==> src/verilog/edc_fb_table.sv <==
// Feedback group table and association scan
`timescale 1ns/100ps
module edc_fb_table #(
  parameter int NUM_EP = 16
) (
  input  wire logic       mclk_in,       // System clock
  input  wire logic       resetn_in,     // Sync reset, low
  input  wire logic       clear_in,      // Empty the table
  input  wire logic       rec_in,        // Record one endpoint
  input  wire logic [3:0] num_in,        // Endpoint number
  input  wire logic       dir_in,        // 1 = IN
  input  wire logic       data_in,       // Data needing feedback
  input  wire logic       fb_in,         // Feedback endpoint
  output logic            dir_bad_out,   // Wrong direction found
  output logic            first_bad_out, // Group start mismatch
  output logic            order_bad_out  // Pulse: not ascending
);

  logic [1:0][NUM_EP-1:0] data_reg;
  logic [1:0][NUM_EP-1:0] fb_reg;
  logic [1:0][3:0]        last_reg;
  logic [1:0]             seen_reg;
  logic                   dir_bad_next;
  logic                   first_bad_next;
  logic                   hit_opp;
  logic                   hit_same;
  int                     best;

  // Search downward for the nearest feedback of each data endpoint
  always_comb begin
    dir_bad_next   = 1'b0;
    first_bad_next = 1'b0;
    hit_opp        = 1'b0;
    hit_same       = 1'b0;
    best           = 0;
    for (int d = 0; d < 2; d++) begin
      for (int n = 0; n < NUM_EP; n++) begin
        hit_opp  = 1'b0;
        hit_same = 1'b0;
        best     = 0;
        for (int m = 0; m <= n; m++) begin
          if (fb_reg[1-d][m]) begin
            hit_opp = 1'b1;
            best    = m;
          end
          if (fb_reg[d][m])
            hit_same = 1'b1;
        end
        if (data_reg[d][n]) begin
          if (!hit_opp && hit_same)
            dir_bad_next = 1'b1;
          if (!hit_opp || !data_reg[d][best])
            first_bad_next = 1'b1;
        end
      end
    end
  end

  always_ff @(posedge mclk_in) begin
    if (!resetn_in || clear_in) begin
      data_reg      <= '0;
      fb_reg        <= '0;
      last_reg      <= '0;
      seen_reg      <= 2'h0;
      order_bad_out <= 1'b0;
    end else begin
      order_bad_out <= rec_in && data_in && seen_reg[dir_in]
                       && (num_in <= last_reg[dir_in]);
      if (rec_in && data_in) begin
        data_reg[dir_in][num_in] <= 1'b1;
        last_reg[dir_in]         <= num_in;
        seen_reg[dir_in]         <= 1'b1;
      end
      if (rec_in && fb_in)
        fb_reg[dir_in][num_in] <= 1'b1;
    end
  end

  always_ff @(posedge mclk_in) begin
    if (!resetn_in) begin
      dir_bad_out   <= 1'b0;
      first_bad_out <= 1'b0;
    end else begin
      dir_bad_out   <= dir_bad_next;
      first_bad_out <= first_bad_next;
    end
  end

endmodule // edc_fb_table

==> config.mk <==
export PLATFORM = sky130hd
export DESIGN_NAME = edc_fb_table
export DESIGN_NICKNAME = d
export VERILOG_FILES = /design/src/verilog/edc_fb_table.sv
export SDC_FILE = /design/constraint.sdc
export NUM_CORES = 1
export LEC_CHECK = 0
export BUFFER_PORTS_ARGS = -buffer_cell sky130_fd_sc_hd__buf_4
export CORE_AREA = 2 2 193 147
export DETAILED_ROUTE_END_ITERATION = 10
export DIE_AREA = 0 0 195 149
export GPL_TIMING_DRIVEN = 0
export PLACE_DENSITY_LB_ADDON = 0.12
export SLEW_MARGIN = 20
export SYNTH_ARGS = -nofsm -noshare
export SYNTH_HDL_FRONTEND = slang
export SYNTH_SLANG_ARGS = --single-unit
==> constraint.sdc <==
create_clock -name mclk_in -period 2.65 [get_ports mclk_in]
set_input_delay 0.265 -clock mclk_in [delete_from_list [all_inputs] [get_ports mclk_in]]
set_output_delay 0.265 -clock mclk_in [all_outputs]
set_load 0.03 [all_outputs]
==> qor.csv, run 1 <==
metric,value,unit
combPwrFrac,8.6,%
gp_congestion,0.889,
swShare,27.0,%
antenna_found_initial,0,
grt_pass1_vias,6893,
synth_edf_count,0,
io_buffers,11,
final_cell_mix,"nor2_1 (124), a21oi_1 (107), nand2_1 (90)",
r2r_cells,9,
worst-path-buf-inv,0,
avgSynthCellArea,6.86,sq um
fin_cells,1301,
crit_chain,"nand2b_4, a2111o_4, nand3_4, mux2i_2, or4_4, a311oi_2, nand4b_1, nor4_4, a31oi_1",
fin_crit_sh,108,%
p_sw,0.726,mW
wirelength,29.0,mm
dp_slack,-1.08,ns
via_per_inst,5.62,
drive_above_1_share,17.5,%
grt_max_degree,14,
synthDistinctLibCells,74,
cap_violations,0,
pin_count,14,
critPathMaxFanout,5,
die_area,29100,sq um
core.rowCount,53,
ant_nets,0,
clkPwrFrac,48.0,%
dp_cells,1267,
firstDrtPassIters,5,
fin_area,7610,sq um
max_clock_freq,350,MHz
crit_arrival,3.09,ns
area_growth,23.4,%
drv_slew,0,
status,finished with violations,
cp_slowest_cell,a2111o_4,
dp.final_hpwl,21.9,mm
synth_seq_cells,77,
critPathRequiredTime,2.88,ns
vdd.ir_drop.worst,0.000303,V
synth_area,6160,sq um
h-tree-depth,3,
grt_pass1_wl,44.1,mm
startpoint_type,flip-flop,
num_vias,7311,
p_leak,2.60,nW
clockBufferDepth,2,
insertion_delay,0.36,ns
cp.depth,9,
cts_tree,built,
wire_per_inst,22.3,um
ys_async_sr_fraction,0,%
cts-root-buf,clkbuf_16,
p_seq_share,43.4,%
yosysWarnings,0,
critPathMaxStageDelay,0.55,ns
first_iter_violations,692,
cts_made_buffers,9,
p_per_area,354,nW/um^2
failed_checks,setup timing,
die_h,149,um
rsz0062_at_grt,true,
path_clk_slew,0.06,ns
synth_fp_nets,913,
fp.dieW,195,um
placed_area,6710,sq um
intPower,1.97,mW
fin_crit,2.86,ns
core_area,27500,sq um
utilization,27.7,%
path_class,reg2reg,
final_common_cell,nor2_1,
cts.hold.buffers_added,0,
hold_viol,0,
syn_inst,898,
n_antenna_cell,0,
seq_area_frac_synth,25.0,%
synth-main-ff-cell,dfxtp_1,
worstHoldPathCells,4,
track_usage,20.1,%
worst_pin_slew,1.04,ns
max-slew-margin-rel,30.5,%
cts_sinks,77,
crit_family,simple AND/OR/NAND/NOR gates,
setup_viol,2,
route.detailed.drc,0,
gr-total-overflow,0,
finClkSkew,0.00910,ns
endpoint_kind,flip-flop,
hp-class,in2reg,
fin_ws,-0.207,ns
fin_nets,954,
start_util,22.5,%
## logic make-up (layout without fill, tap and decap cells)
logic type / count (synthesis) / in the layout / synth area share (%)
DFF: 77 / 77 / 25.0
AOI/OAI and AO/OA: 305 / 305 / 33.2
adders and majority gates: 4 / 4 / 0.812
buffers and inverters: 102 / 148 / 6.60
muxes: 30 / 30 / 5.26
and+or+nand+nor: 380 / 380 / 29.1
## final timing paths
| kind | from | endpoint | slack [ns] |
|---|---|---|---|
| max | fb_reg[18] | first_bad_out | -0.21 |
| max reg2reg | fb_reg[18] | first_bad_out | -0.21 |
| min | data_in | last_reg[6] | 0.34 |
| min reg2reg | last_reg[6] | last_reg[6] | 0.46 |
## worst register-to-register path, cell delays in order (launching register included)
cell and delay [ns]:
dfxtp_4 0.37, nand2b_4 0.16, a2111o_4 0.55, nand3_4 0.11, mux2i_2 0.09, or4_4 0.52, a311oi_2 0.25, nand4b_1 0.21
nor4_4 0.35, a31oi_1 0.12
## area by class of cell
type	instances	area, sq um
timing repair buffer	42	320
multi-input combinational	719	4590
sequential	77	1550
fill	3129	19800
clock buffer	11	233
inverter	29	109
clock inverter	5	60.1
buffer	61	294
tap	357	447
## power by group through the flow
stage,registers [mW],logic (mW),clock network [mW]
after floorplan,1.19,0.123,0
after global placement,1.19,0.216,0
after detailed placement,1.19,0.212,0
after CTS,1.17,0.223,1.33
after global routing,1.17,0.251,1.38
final,1.17,0.232,1.29
## synth_stat cells, types with 6 or more instances
| cell | instances | area (sq um) |
|---|---|---|
| o31ai_1 | 8 | 60.1 |
| dfxtp_1 | 77 | 1540 |
| o2111ai_1 | 8 | 70.1 |
| a2111oi_0 | 6 | 52.6 |
| a31oi_1 | 19 | 119 |
| nor4_1 | 14 | 87.6 |
| buf_1 | 6 | 22.5 |
| nand3_1 | 27 | 135 |
| o211ai_1 | 17 | 128 |
| and3_1 | 7 | 43.8 |
| nor3_1 | 26 | 130 |
| a21oi_1 | 113 | 566 |
| o22ai_1 | 7 | 43.8 |
| clkbuf_1 | 57 | 214 |
| nand2_1 | 91 | 342 |
| a211oi_1 | 16 | 120 |
| or2_2 | 7 | 43.8 |
| o21ai_0 | 29 | 145 |
| o311ai_0 | 7 | 61.3 |
| mux2_2 | 8 | 90.1 |
| mux2i_1 | 20 | 200 |
| nor2b_1 | 19 | 119 |
| nand4_1 | 9 | 56.3 |
| buf_2 | 7 | 35.0 |
| nor2_1 | 135 | 507 |
| inv_1 | 28 | 105 |
| nand2b_1 | 14 | 87.6 |
| or3_1 | 6 | 37.5 |
## routing by layer
layer,global-route usage (%),wire (um),vias to the layer above
met5,0,0,-
met2,28.5,11700,278
met1,30.7,14900,3596
li1,-,-,3401
met4,5.11,529,0
met3,3.64,1870,36
## through the flow
| stage | total power, mW | hold slack, ns | TNS [ns] |
|---|---|---|---|
| after CTS | 2.72 | 0.340 | -0.286 |
| after floorplan | 1.32 | 0.396 | 0 |
| after detailed placement | 1.41 | 0.459 | -1.50 |
| final | 2.69 | 0.337 | -0.349 |
| after global placement | 1.41 | 0.450 | -2.04 |
| after global routing | 2.80 | 0.352 | -0.564 |
## repair_timing
item | 4_1_cts | 5_1_grt
setup buffers | 17 | 13
gates resized for setup | 83 | 33
pin swaps | 18 | 11
setup endpoints to repair | 2 | 2
(Power assumes the default switching activity.)
==> inputs of run 2 (changes only) <==
Settings changed: ABC_AREA from default to 1, CORE_AREA 2 2 193 147 to 2 2 198 151, DIE_AREA 0 0 195 149 to 0 0 200 153.
Clock period 2.65 ns to 2.75 ns, I/O delays scaled along.
==> run 2 against run 1 <==
  * Highest routed layer unchanged
  * First-iteration DRC count shrank 15%
  * Wire length shrank 7.3%
  * Critical endpoint unchanged
  * Clock power grew 7%
  * The run now ends clean
==> qor.csv, run 2 <==
metric,value,unit
p_seq_share,40.9,%
critPathMaxStageDelay,0.40,ns
synth_edf_count,0,
final_cell_mix,"nand2_1 (300), nand3_1 (208), inv_1 (108)",
dp.final_hpwl,20.9,mm
num_vias,7495,
drive_above_1_share,13.8,%
synth_fp_nets,1128,
ys_top_cells_by_count,"nand2_1 (305), nand3_1 (209), inv_1 (112), a21oi_1 (99), nor2_1 (96)",
p_per_area,359,nW/um^2
yosysWarnings,0,
hp-class,in2reg,
hold_viol,0,
die_h,153,um
worstHoldPathCells,3,
regArea,1560,sq um
tns,0,ns
avgSynthCellArea,5.84,sq um
seq_area_frac_synth,23.7,%
first_iter_violations,587,
wirelength,26.9,mm
pin_count,14,
finClkSkew,0.00536,ns
synth-main-ff-cell,dfxtp_1,
synth_seq_cells,77,
gp_congestion,0.827,
critPathMaxFanout,10,
intPower,2.04,mW
fin_crit,2.64,ns
max_clock_freq,379,MHz
via_per_inst,4.86,
ys_top_cells_by_area,"dfxtp_1 (24%), nand2_1 (18%), nand3_1 (16%)",
grt_pass1_wl,41.6,mm
drv_slew,0,
syn_inst,1113,
start_util,22.6,%
synth_top_area_share,23.7,%
cts_sinks,77,
io_buffers,12,
cp_slowest_cell,dfxtp_4,
area_growth,17.9,%
path_clk_slew,0.07,ns
p_sw,0.714,mW
cts.hold.buffers_added,0,
wire_per_inst,17.4,um
cts_tree,built,
combPwrFrac,8.9,%
final_common_cell,nand2_1,
h-tree-depth,3,
ant_nets,0,
swShare,25.9,%
fin_nets,1159,
worst_pin_slew,0.807,ns
multi_input_area,4390,sq um
track_usage,17.9,%
clockBufferDepth,2,
cts_made_buffers,9,
synth_area,6500,sq um
synthDistinctLibCells,44,
core.rowCount,54,
setup_viol,0,
critPathRequiredTime,3.00,ns
cpMostUsedCell,nand2_4,
grt_pass1_vias,6911,
insertion_delay,0.36,ns
n_antenna_cell,0,
crit_chain,"inv_2, nand2_1, nand2_2, nand2_4, nand2_4, nand2_4, nand2_8, nand2_8, nand2_8, nand2_4, nand2_4, nand2_4, buf_8, nand2_1, nand3_1, nand3_1, nand3_1, nand3_1, nand2_1, nand2_1, nor2_1, nand2_1, nor2_2, a21oi_2",
core_area,28700,sq um
synth_most_common_cell,nand2_1,
fp.dieW,200,um
ys_async_sr_fraction,0,%
endpoint_kind,flip-flop,
cts-root-buf,clkbuf_16,
startpoint_type,flip-flop,
r2r_cells,24,
clkPwrFrac,50.2,%
path_class,reg2reg,
power.total,2.75,mW
max-slew-margin-rel,46.0,%
crit_arrival,2.88,ns
vdd.ir_drop.worst,0.000291,V
die_area,30600,sq um
firstDrtPassIters,7,
fin_crit_sh,95.9,%
cap_violations,0,
route.detailed.drc,0,
rsz0062_at_grt,true,
synth_top_cell_by_area,dfxtp_1,
gr-total-overflow,0,
antenna_found_initial,0,
p_leak,3.19,nW
status,finished clean,
grt_max_degree,14,
fillers,3268,
run 2: changes by cell type after synthesis, moves of 19 or more:
cell,change
nand3_1,+182
clkbuf_1,-42
inv_1,+84
nor3_1,-20
nor2_1,-39
nor2b_1,-19
nand2_1,+214
nand2_4,+21
mux2i_1,-20
run 2: critical path: cells and delay by family (launching register included):
kind,cells,cell delay (ns)
simple gates,21,1.86
compound gates,1,0.05
flops,1,0.40
buf+inv,2,0.20
run 2: cells by family after synthesis:
| family | Yosys count | share of synthesized area, % |
|---|---|---|
| compound gates | 182 | 15.9 |
| fa+ha+maj | 4 | 0.770 |
| buf+inv | 170 | 10.9 |
| flops | 77 | 23.7 |
| simple gates | 680 | 48.8 |
run 2: worst paths after layout:
path	from	endpoint	slack, ns
max	fb_reg[2]	first_bad_out	0.11
min	resetn_in	first_bad_out	0.18
max reg2reg	fb_reg[2]	first_bad_out	0.11
min reg2reg	seen_reg[1]	seen_reg[1]	0.46
run 2: area by class of cell:
type                    count  share of cell area, %
repair buffers             21                   2.22
clock buffers              11                   3.30
well taps                 392                   6.40
multi-input cells         866                   57.3
clock inverters             5                   1.08
inverters                 136                   6.79
plain buffers              33                   2.66
flip-flops and latches     77                   20.3
run 2: timing repair:
item,CTS,global route
gates resized for setup,8,47
cloned,0,1
setup buffers,0,8
setup endpoints to repair,2,2
pin swaps,0,4
hold endpoints to repair,0,0
run 2: routing by layer:
metal	wire length (um)	up-vias	track usage (%)	part of all wire [%]
met1	14700	3521	29.1	55
li1	-	3775	-	-
met4	221	0	3.49	0.82
met2	10700	183	24.4	40
met5	0	-	0	0
met3	1210	16	2.29	4.5
run 2: metrics by stage:
step | hold WS [ns] | cell area, sq um | cells | util [%] | setup WS, ns
6_report | 0.176 | 7670 | 1541 | 26.7 | 0.114
5_1_grt | 0.198 | 7670 | 1541 | 26.7 | -0.0717
4_1_cts | 0.176 | 7450 | 1533 | 25.9 | 0.00265
3_5_place_dp | 0.450 | 7080 | 1517 | 24.7 | -0.390
3_3_place_gp | 0.446 | 7080 | 1517 | 24.7 | -0.333
2_1_floorplan | 0.426 | 6500 | 1113 | - | 0.553
run 2: power groups by stage:
stage	registers (mW)	logic, mW	clock network [mW]
floorplan	1.15	0.151	0
global placement	1.15	0.238	0
detailed placement	1.15	0.236	0
CTS	1.13	0.238	1.41
global route	1.13	0.271	1.45
finish	1.13	0.244	1.38
